==> src/verilog/upc_pkg.sv <==
package upc_pkg;
  localparam logic [7:0]  PWR_SIG_OFS   = 8'h3C;
  localparam logic [7:0]  PHY_CTRL_OFS  = 8'h40;
  localparam logic [7:0]  IRQ_STAT_OFS  = 8'h44;
  localparam logic [7:0]  IRQ_MASK_OFS  = 8'h48;
  localparam logic [7:0]  LINE_STAT_OFS = 8'h4C;
  localparam int          PS_VALID_BIT  = 8;
  localparam int          PD_OFF_BIT    = 18;
  localparam int          SE0_FLAG_BIT  = 13;
  localparam int          K_FLAG_BIT    = 12;
  localparam int          DLY_LSB       = 8;
  localparam int          HW_RESUME_BIT = 7;
  localparam int          CONF_LSB      = 4;
  localparam logic [31:0] PWR_SIG_MASK  = 32'h0000_01FF;
  localparam logic [31:0] PHY_CTRL_MASK = 32'h0004_3FF0;
  localparam logic [31:0] RESET_VAL     = 32'h0000_0000;
  localparam logic [1:0]  LS_SE0        = 2'h0;
  localparam logic [1:0]  LS_J          = 2'h1;
  localparam logic [1:0]  LS_K          = 2'h2;
  localparam logic [1:0]  IRQ_SE0       = 2'h0;
  localparam int          IRQ_W         = 2;
endpackage

==> src/verilog/upc_line_if.sv <==
interface upc_line_if;
  logic [1:0] lineRaw;
  logic [3:0] delayLog2;
  logic [1:0] lineFilt;
  logic       lineChange;
  modport ctrl (output lineRaw, output delayLog2, input lineFilt,
                input lineChange);
  modport filt (input lineRaw, input delayLog2, output lineFilt,
                output lineChange);
endinterface

==> src/verilog/upc_line_filter.sv <==
module upc_line_filter (
  // clock and reset
  input wire logic ref_clk,
  input wire logic rst_n,
  // line state
  upc_line_if.filt lf
);
  logic [15:0] cnt_r;
  logic [1:0]  filt_r;
  logic [1:0]  cand_r;
  logic        chg_r;
  logic [15:0] target;

  // 2**n cycles; the count restarts if the raw state moves again
  assign target = 16'(16'h0001 << lf.delayLog2);

  always_ff @(posedge ref_clk or negedge rst_n) begin
    if (!rst_n) begin
      cnt_r  <= 16'h0000;
      // start at the idle level so reset gives no false change
      cand_r <= upc_pkg::LS_J;
      filt_r <= upc_pkg::LS_J;
      chg_r  <= 1'b0;
    end else begin
      chg_r <= 1'b0;
      if (lf.lineRaw != cand_r) begin
        cand_r <= lf.lineRaw;
        cnt_r  <= 16'h0001;
      end else if (cand_r != filt_r) begin
        if (cnt_r >= target) begin
          filt_r <= cand_r;
          chg_r  <= 1'b1;
        end else begin
          cnt_r <= 16'(cnt_r + 16'h0001);
        end
      end
    end
  end

  assign lf.lineFilt   = filt_r;
  assign lf.lineChange = chg_r;
endmodule

==> src/verilog/upc_regs.sv <==
// Operation
// - bit 18 set disables both port pulldowns
// - SE0 auto-resume sets bit 13, software clears
// - K auto-resume sets bit 12, software clears
// - line change delayed two-power bits 11:8
// - bit 7 selects hardware or polled resume
// - bits 6:4 drive transceiver config pins
module upc_regs (
  // clock and reset
  input  wire logic        ref_clk,
  input  wire logic        rst_n,
  // ahb-lite slave
  input  wire logic        hsel,
  input  wire logic [31:0] haddr,
  input  wire logic [1:0]  htrans,
  input  wire logic        hwrite,
  input  wire logic [2:0]  hsize,
  input  wire logic [31:0] hwdata,
  input  wire logic        hready,
  output logic      [31:0] hrdata,
  output logic             hreadyout,
  output logic             hresp,
  // transceiver side
  input  wire logic [1:0]  lineStateRaw,
  input  wire logic        suspended,
  output logic             resumeReq,
  output logic             pulldownOffFirstBytePort,
  output logic             pulldownOffSecondBytePort,
  output logic      [2:0]  transceiverConfigPins,
  output logic      [7:0]  powerSignalData,
  output logic             powerSignalValid,
  // interrupt
  output logic             irq
);
  localparam int IRQ_W_L = upc_pkg::IRQ_W - 1;

  logic [31:0]      pwrSig_r;
  logic [31:0]      phyCtrl_r;
  logic [IRQ_W_L:0] irqStat_r;
  logic [IRQ_W_L:0] irqMask_r;
  logic [31:0]      rdata_r;
  logic [7:0]       addr_r;
  logic             wrPend_r;
  logic             wrEn;
  logic             rdEn;
  logic             se0Ev;
  logic             kEv;
  logic             hwResume;
  logic [31:0]      rdMux;

  upc_line_if lif ();

  upc_line_filter u_filt (
    .ref_clk (ref_clk),
    .rst_n   (rst_n),
    .lf      (lif.filt)
  );

  assign lif.lineRaw   = lineStateRaw;
  assign lif.delayLog2 = phyCtrl_r[upc_pkg::DLY_LSB +: 4];

  // zero-wait slave; writes land one cycle after the address phase
  assign hreadyout = 1'b1;
  assign hresp     = 1'b0;
  assign rdEn      = hsel && hready && htrans[1] && !hwrite;
  assign wrEn      = wrPend_r;

  always_ff @(posedge ref_clk or negedge rst_n) begin
    if (!rst_n) begin
      wrPend_r <= 1'b0;
      addr_r   <= 8'h00;
    end else begin
      wrPend_r <= hsel && hready && htrans[1] && hwrite;
      if (hsel && hready && htrans[1]) begin
        addr_r <= haddr[7:0];
      end
    end
  end

  // hardware resume only while enabled and suspended
  assign hwResume =
    phyCtrl_r[upc_pkg::HW_RESUME_BIT] && suspended;
  assign se0Ev = hwResume && lif.lineChange
                 && lif.lineFilt == upc_pkg::LS_SE0;
  assign kEv   = hwResume && lif.lineChange
                 && lif.lineFilt == upc_pkg::LS_K;
  assign resumeReq = se0Ev || kEv;

  always_ff @(posedge ref_clk or negedge rst_n) begin
    if (!rst_n) begin
      pwrSig_r <= upc_pkg::RESET_VAL;
    end else if (wrEn && addr_r == upc_pkg::PWR_SIG_OFS) begin
      pwrSig_r <= hwdata & upc_pkg::PWR_SIG_MASK;
    end
  end

  // event set wins over a software clear in the same cycle
  always_ff @(posedge ref_clk or negedge rst_n) begin
    if (!rst_n) begin
      phyCtrl_r <= upc_pkg::RESET_VAL;
    end else begin
      if (wrEn && addr_r == upc_pkg::PHY_CTRL_OFS) begin
        phyCtrl_r <= hwdata & upc_pkg::PHY_CTRL_MASK;
        // flags are clear-only from software: writing 1 keeps them
        phyCtrl_r[upc_pkg::SE0_FLAG_BIT] <=
          phyCtrl_r[upc_pkg::SE0_FLAG_BIT]
          && hwdata[upc_pkg::SE0_FLAG_BIT];
        phyCtrl_r[upc_pkg::K_FLAG_BIT] <=
          phyCtrl_r[upc_pkg::K_FLAG_BIT]
          && hwdata[upc_pkg::K_FLAG_BIT];
      end
      if (se0Ev) begin
        phyCtrl_r[upc_pkg::SE0_FLAG_BIT] <= 1'b1;
      end
      if (kEv) begin
        phyCtrl_r[upc_pkg::K_FLAG_BIT] <= 1'b1;
      end
    end
  end

  always_ff @(posedge ref_clk or negedge rst_n) begin
    if (!rst_n) begin
      irqStat_r <= '0;
    end else begin
      if (wrEn && addr_r == upc_pkg::IRQ_STAT_OFS) begin
        irqStat_r <= irqStat_r & ~hwdata[IRQ_W_L:0];
      end
      if (se0Ev) begin
        irqStat_r[0] <= 1'b1;
      end
      if (kEv) begin
        irqStat_r[1] <= 1'b1;
      end
    end
  end

  always_ff @(posedge ref_clk or negedge rst_n) begin
    if (!rst_n) begin
      irqMask_r <= '0;
    end else if (wrEn && addr_r == upc_pkg::IRQ_MASK_OFS) begin
      irqMask_r <= hwdata[IRQ_W_L:0];
    end
  end

  assign irq = |(irqStat_r & irqMask_r);

  always_comb begin
    unique case (haddr[7:0])
      upc_pkg::PWR_SIG_OFS:   rdMux = pwrSig_r;
      upc_pkg::PHY_CTRL_OFS:  rdMux = phyCtrl_r;
      upc_pkg::IRQ_STAT_OFS:  rdMux = {30'h0000_0000, irqStat_r};
      upc_pkg::IRQ_MASK_OFS:  rdMux = {30'h0000_0000, irqMask_r};
      upc_pkg::LINE_STAT_OFS: rdMux = {30'h0000_0000, lif.lineFilt};
      default:                rdMux = 32'h0000_0000;
    endcase
  end

  always_ff @(posedge ref_clk or negedge rst_n) begin
    if (!rst_n) begin
      rdata_r <= 32'h0000_0000;
    end else if (rdEn) begin
      rdata_r <= rdMux;
    end
  end

  assign hrdata = rdata_r;

  assign pulldownOffFirstBytePort  =
    phyCtrl_r[upc_pkg::PD_OFF_BIT];
  assign pulldownOffSecondBytePort =
    phyCtrl_r[upc_pkg::PD_OFF_BIT];
  assign transceiverConfigPins =
    phyCtrl_r[upc_pkg::CONF_LSB +: 3];
  assign powerSignalData  = pwrSig_r[7:0];
  assign powerSignalValid = pwrSig_r[upc_pkg::PS_VALID_BIT];
endmodule

==> config.mk <==
export PLATFORM = sky130hd
export DESIGN_NAME = upc_regs
export DESIGN_NICKNAME = d
export VERILOG_FILES = /design/src/verilog/upc_pkg.sv /design/src/verilog/upc_line_if.sv /design/src/verilog/upc_line_filter.sv /design/src/verilog/upc_regs.sv
export SDC_FILE = /design/constraint.sdc
export NUM_CORES = 1
export LEC_CHECK = 0
export BUFFER_PORTS_ARGS = -buffer_cell sky130_fd_sc_hd__buf_2
export CAP_MARGIN = 20
export CORE_MARGIN = 3
export CORE_UTILIZATION = 46
export DETAILED_ROUTE_END_ITERATION = 16
export HOLD_SLACK_MARGIN = 0.08
export PLACE_DENSITY = 0.77
export SETUP_SLACK_MARGIN = 0.05
export SLEW_MARGIN = 20
export SYNTH_ARGS = -nofsm -noshare
export SYNTH_HDL_FRONTEND = slang
export SYNTH_HIERARCHICAL = 1
export SYNTH_SLANG_ARGS = --single-unit
==> constraint.sdc <==
create_clock -name ref_clk -period 2.7 [get_ports ref_clk]
set_input_delay 0.54 -clock ref_clk [delete_from_list [all_inputs] [get_ports ref_clk]]
set_output_delay 0.54 -clock ref_clk [all_outputs]
set_load 0.02 [all_outputs]
After elaboration in Yosys (flattened, before gate mapping) --
Index checks and enable logic that the tools add are counted. W data, S select, Z words.
Word-level totals: logic and storage cells 72, bits in registers 86
Operators by class: shift operators 1, bitwise logic cells 4, reduce and logical (&&, ||, !) cells 25, equality and inequality tests 13, $add $sub $neg 1, muxes and demuxes 13, $lt $le $gt $ge 1
Operators by type and width (count):
- $pmux W19 S5 | 1
- $eq A8 B7 Y1 const B | 7
- $mux W16 | 3
- $add A16 B1 Y16 const B | 1
- $eq A8 B6 Y1 const B | 2
- $ge A16 B16 Y1 | 1
- $shl A1 B4 Y16 const A | 1
- $logic_and A1 B1 Y1 | 14
- $mux W14 | 1
- $reduce_bool A2 Y1 | 5
- $mux W1 | 7
- $and A2 B2 Y2 | 2
- $ne A2 B2 Y1 | 2
- $reduce_and A3 Y1 | 1
- $eq A2 B2 Y1 const B | 1
- $logic_not A2 Y1 | 1
- $mux W2 | 1
- $ne A2 B1 Y1 const B | 1
- $not A2 Y2 | 1
- $reduce_and A2 Y1 | 1
- $reduce_or A2 Y1 | 1
- $logic_not A1 Y1 | 1
- $logic_or A1 B1 Y1 | 1
- $not A1 Y1 | 1

Depth between registers and ports, before layout --
depth in word-level cells 5, mapped depth 11

By module --
Netlist, hierarchy kept.
Modules (own cells, without submodules):
- upc_regs | instances 1, area an instance 2200.9 um^2, seq. area each 1201.2 um^2, cells each 177
- upc_line_filter | instances 1, area an instance 1562.7 um^2, seq. area each 528.0 um^2, cells each 180

Worst setup path after synthesis --
Ideal clock, no wire load.
kind reg2reg, from register phyCtrl_r[8], to register u_filt.cnt_r[3], slack 0.042 ns, data arrival time 2.580 ns, path buffers 1, stages on the path, launching flop included 11, clock period less this slack 2.658 ns, path through dfrtp_1 nor2b_1 nand2_1 ha_1 nor2b_1 o211a_1 o311ai_2 nand4_2 buf_6 or4_1 a21oi_1
Between the ends: word-level cells in the longest chain between the ends 4
Ends and longest elaborated chain:
- start: declaration | line upc_regs.sv:38 | logic [31:0] phyCtrl_r;
- start signal: assignment | line upc_regs.sv:100 | phyCtrl_r <= upc_pkg::RESET_VAL;
- start signal: assignment | line upc_regs.sv:103 | phyCtrl_r <= hwdata & upc_pkg::PHY_CTRL_MASK;
- start signal: indexed assignment | line upc_regs.sv:105 | phyCtrl_r[upc_pkg::SE0_FLAG_BIT] <=
- $shl A1 B4 Y16 | line upc_line_filter.sv:15 | assign target = 16'(16'h0001 << lf.delayLog2);
- $ge A16 B16 Y1 | line upc_line_filter.sv:30 | if (cnt_r >= target) begin
- $ne A2 B1 Y1 (no line)
- $reduce_and A2 Y1 (no line)
- end signal: assignment | line upc_line_filter.sv:34 | cnt_r <= 16'(cnt_r + 16'h0001);
- end: declaration | line upc_line_filter.sv:8 | logic [15:0] cnt_r;
Every way passes these cells. A chain may end at the register's enable or synchronous reset.

Final worst setup path --
from register phyCtrl_r[11], to register u_filt.cnt_r[4]
Same word-level chain as after synthesis.

==> load_flow_metrics.sql <==
INSERT INTO impl_metrics (metric_group, metric, value, unit) VALUES
('critical_path', 'worst_path_arrival_time', '2.90', 'ns'),
('critical_path', 'crit-reg2reg-capture', 'u_filt/cnt_r[4]', ''),
('critical_path', 'r2r.worst_path.cells', '11', ''),
('routing', 'vias', '3049', ''),
('routing', 'antenna_left', '0', ''),
('timing', 'crit_path_setup_slack_layout', '0.06822', 'ns'),
('cells_and_area', 'design.final.nets', '530', ''),
('synthesis', 'synth.top_cell.area_share', '0.4455', ''),
('routing', 'drt-wirelength-per-cell', '15.86', 'um'),
('timing', 'finalCritPeriodShare', '0.9747', ''),
('timing', 'setup_repair_after_global_routing_missed_its_margin', 'true', ''),
('routing', 'drt-initial-drc-count', '171', ''),
('synthesis', 'synth_top_cells_by_count', 'sky130_fd_sc_hd__dfrtp_1, sky130_fd_sc_hd__nand2_1, sky130_fd_sc_hd__mux2_1', ''),
('run', 'max_cap_violations', '0', ''),
('critical_path', 'worst_setup_path_start_kind', 'flop', ''),
('placement', 'placedCellCount', '525', ''),
('cts', 'path_clk_slew', '0.07', 'ns'),
('die', 'ioPinCount', '127', ''),
('synthesis', 'synth-seq-area-share', '0.4594', ''),
('placement', 'post-place-ws', '-0.05814', 'ns'),
('placement', 'place_hpwl', '6423', 'um'),
('global_route', 'maximum_number_of_pins_on_one_net_before_global_route_repair', '40', ''),
('synthesis', 'synth_cell_type_count', '49', ''),
('cts', 'clock_tree_from_tritoncts', 'yes', ''),
('placement', 'io_buffer_count', '62', ''),
('global_route', 'grt_pass1_wl', '13900', 'um'),
('die', 'die_x', '96.46', 'um'),
('die', 'core', '7848', 'sq um'),
('cells_and_area', 'layoutNonFillerInstCount', '541', ''),
('timing', 'fmaxAchievable', '380.0', 'MHz'),
('critical_path', 'reg2reg_setup_slack', '0.07', 'ns'),
('synthesis', 'yosys.cell_count.top_type', 'sky130_fd_sc_hd__dfrtp_1', ''),
('cells_and_area', 'post_route_cells_drive_above_1_share', '0.2847', ''),
('timing', 'finalWorstPathRequiredPeriod', '2.632', 'ns'),
('critical_path', 'rr_startpoint', 'phyCtrl_r[11]', ''),
('critical_path', 'critical_path.endpoint_type', 'flop', ''),
('die', 'fp.dieArea', '9304', 'sq um'),
('cts', 'tritoncts.num_buffers', '9', ''),
('cts', 'max-clock-path-buffers', '2', ''),
('die', 'die-height', '96.46', 'um'),
('synthesis', 'async_reset_ff_frac', '1.000', ''),
('cts', 'cts.hold.buffers_added', '0', ''),
('timing', 'slew_headroom', '0.4240', ''),
('cells_and_area', 'n_antenna_cell', '0', ''),
('routing', 'detail_route.vias_per_cell', '5.636', ''),
('synthesis', 'netlist.top_cell.by_area', 'sky130_fd_sc_hd__dfrtp_1', ''),
('routing', 'wl', '8580', 'um'),
('power_and_ir_drop', 'p_leak', '2.170', 'nW'),
('critical_path', 'critPathMaxFanout', '21', ''),
('critical_path', 'path_class', 'flop to flop', ''),
('synthesis', 'synth.yosys.warnings', '6', ''),
('global_route', 'grt_overflow', '0', ''),
('global_route', 'grt_pass1_vias', '2998', ''),
('global_route', 'number_of_antenna_violations_at_the_first_check_in_global_routing', '0', ''),
('placement', 'replace_congestion', '0.8772', ''),
('synthesis', 'yosys_most_used_dff', 'sky130_fd_sc_hd__dfrtp_1', ''),
('power_and_ir_drop', 'fin_total_pwr', '2.590', 'mW'),
('cts', 'clkSinkCount', '69', ''),
('timing', 'slew_viol_final', '0', ''),
('synthesis', 'synth.area.top_cells', 'sky130_fd_sc_hd__dfrtp_1, sky130_fd_sc_hd__mux2_1, sky130_fd_sc_hd__ha_1', ''),
('outcome', 'outcome', 'finished, final reports clean', ''),
('global_route', 'overall_routing_resource_usage', '0.1928', ''),
('timing', 'report.final.hold_viol_count', '0', ''),
('cells_and_area', 'fillerInstances', '682', ''),
('synthesis', 'syn-cell-area', '3764', 'sq um'),
('critical_path', 'cp_data_required_time', '2.97', 'ns'),
('synthesis', 'synth-seq-cells', '69', ''),
('cts', 'htree_num_levels', '3', ''),
('routing', 'drc_errors', '0', ''),
('synthesis', 'synthesis.area_per_instance', '10.54', 'sq um'),
('timing', 'clock-skew-final', '0.01080', 'ns');
## kinds of logic after synthesis
logic type | Yosys count | share of synthesized area
buf+inv | 40 | 0.06649
mux | 30 | 0.08976
simple gates | 130 | 0.1955
fa+ha+maj | 17 | 0.05651
compound gates | 65 | 0.1210
flops | 69 | 0.4594
xor+xnor | 4 | 0.009310
other cells | 2 | 0.001995
## power breakdown
group          switching (mW)  internal (mW)  total (mW)
sequential             0.0892           1.13        1.22
combinational           0.340          0.230       0.570
clock                   0.360          0.441       0.801
## final cells by class
| type | instances | area (sq um) | area share |
|---|---|---|---|
| clock buffer | 12 | 145.1 | 0.03253 |
| clock inverter | 2 | 35.03 | 0.007852 |
| inverter | 3 | 11.26 | 0.002524 |
| multi-input combinational | 265 | 1897 | 0.4251 |
| sequential | 69 | 1733 | 0.3884 |
| tap | 102 | 127.6 | 0.02860 |
| timing repair buffer | 88 | 513.0 | 0.1150 |
## metal layers
metal | part of all wire | global-route usage
met5 | 0 | 0
met4 | 0.022 | 0.06659
met2 | 0.50 | 0.3224
met3 | 0.057 | 0.05267
met1 | 0.42 | 0.2401
## how the worst max path moves through the flow
stage,start,endpoint,cells past startpoint
finish,phyCtrl_r[11],u_filt/cnt_r[4],11
global route,phyCtrl_r[10],u_filt/cnt_r[6],11
CTS,phyCtrl_r[11],u_filt/cnt_r[7],10
detailed placement,phyCtrl_r[10],u_filt/lf.lineFilt[1],11
global placement,phyCtrl_r[10],u_filt/lf.lineFilt[1],11
floorplan,phyCtrl_r[8],u_filt/cnt_r[3],10
## stage by stage
stage / hold WS [ns] / setup TNS, ns / instance area [sq um]
floorplan: 0.2444 / 0 / 3830
global placement: 0.4725 / 0 / 4209
detailed placement: 0.4781 / -0.09661 / 4209
CTS: 0.3128 / 0 / 4429
global route: 0.3099 / -0.5988 / 4462
finish: 0.3076 / 0 / 4462
## cell usage in the layout, fill, tap and decap left out, types with 3 or more instances in the layout
| cell | count |
|---|---|
| sky130_fd_sc_hd__nand4_1 | 7 |
| sky130_fd_sc_hd__o31ai_1 | 11 |
| sky130_fd_sc_hd__dfrtp_2 | 3 |
| sky130_fd_sc_hd__nor2b_1 | 3 |
| sky130_fd_sc_hd__mux2_1 | 28 |
| sky130_fd_sc_hd__buf_2 | 62 |
| sky130_fd_sc_hd__nand2_1 | 43 |
| sky130_fd_sc_hd__nor2b_2 | 3 |
| sky130_fd_sc_hd__nor2_1 | 14 |
| sky130_fd_sc_hd__a22oi_1 | 7 |
| sky130_fd_sc_hd__ha_1 | 17 |
| sky130_fd_sc_hd__conb_1 | 19 |
| sky130_fd_sc_hd__o21ai_0 | 6 |
| sky130_fd_sc_hd__clkbuf_8 | 10 |
| sky130_fd_sc_hd__and3_1 | 4 |
| sky130_fd_sc_hd__o21ai_1 | 4 |
| sky130_fd_sc_hd__buf_4 | 25 |
| sky130_fd_sc_hd__a31oi_1 | 3 |
| sky130_fd_sc_hd__a22o_1 | 11 |
| sky130_fd_sc_hd__nor2_2 | 3 |
| sky130_fd_sc_hd__dfrtp_1 | 64 |
| sky130_fd_sc_hd__or4_1 | 11 |
| sky130_fd_sc_hd__nor3b_1 | 3 |
| sky130_fd_sc_hd__nand3_1 | 17 |
| sky130_fd_sc_hd__inv_1 | 3 |
| sky130_fd_sc_hd__a21oi_1 | 14 |
## repair_timing
item                       in CTS  in global routing
setup buffers                   1                  1
cloned                          0                  0
pin swaps                       1                  2
setup endpoints to repair      15                 18
resized for setup               9                  8
## worst max-delay path, stage by stage, from the launching register on
cell	delay (ns)
sky130_fd_sc_hd__dfrtp_2	0.44
sky130_fd_sc_hd__nor2b_2	0.20
sky130_fd_sc_hd__buf_4	0.14
sky130_fd_sc_hd__nand2_1	0.06
sky130_fd_sc_hd__ha_1	0.29
sky130_fd_sc_hd__a21oi_1	0.22
sky130_fd_sc_hd__o21ai_0	0.14
sky130_fd_sc_hd__nand2b_1	0.14
sky130_fd_sc_hd__nand4_2	0.12
sky130_fd_sc_hd__buf_8	0.18
sky130_fd_sc_hd__or4_1	0.47
sky130_fd_sc_hd__a21oi_1	0.15
## sequential cells by signal, summed over array words and instances, names as in the netlist
name	flops
wrEn	1
addr_r	8
pwrSig_r	9
u_filt/cand_r	2
u_filt/lf.lineChange	1
u_filt/lf.lineFilt	2
u_filt/cnt_r	16
irqStat_r	2
irqMask_r	2
hrdata	15
phyCtrl_r	11
Power figures use the tool's default switching activity.
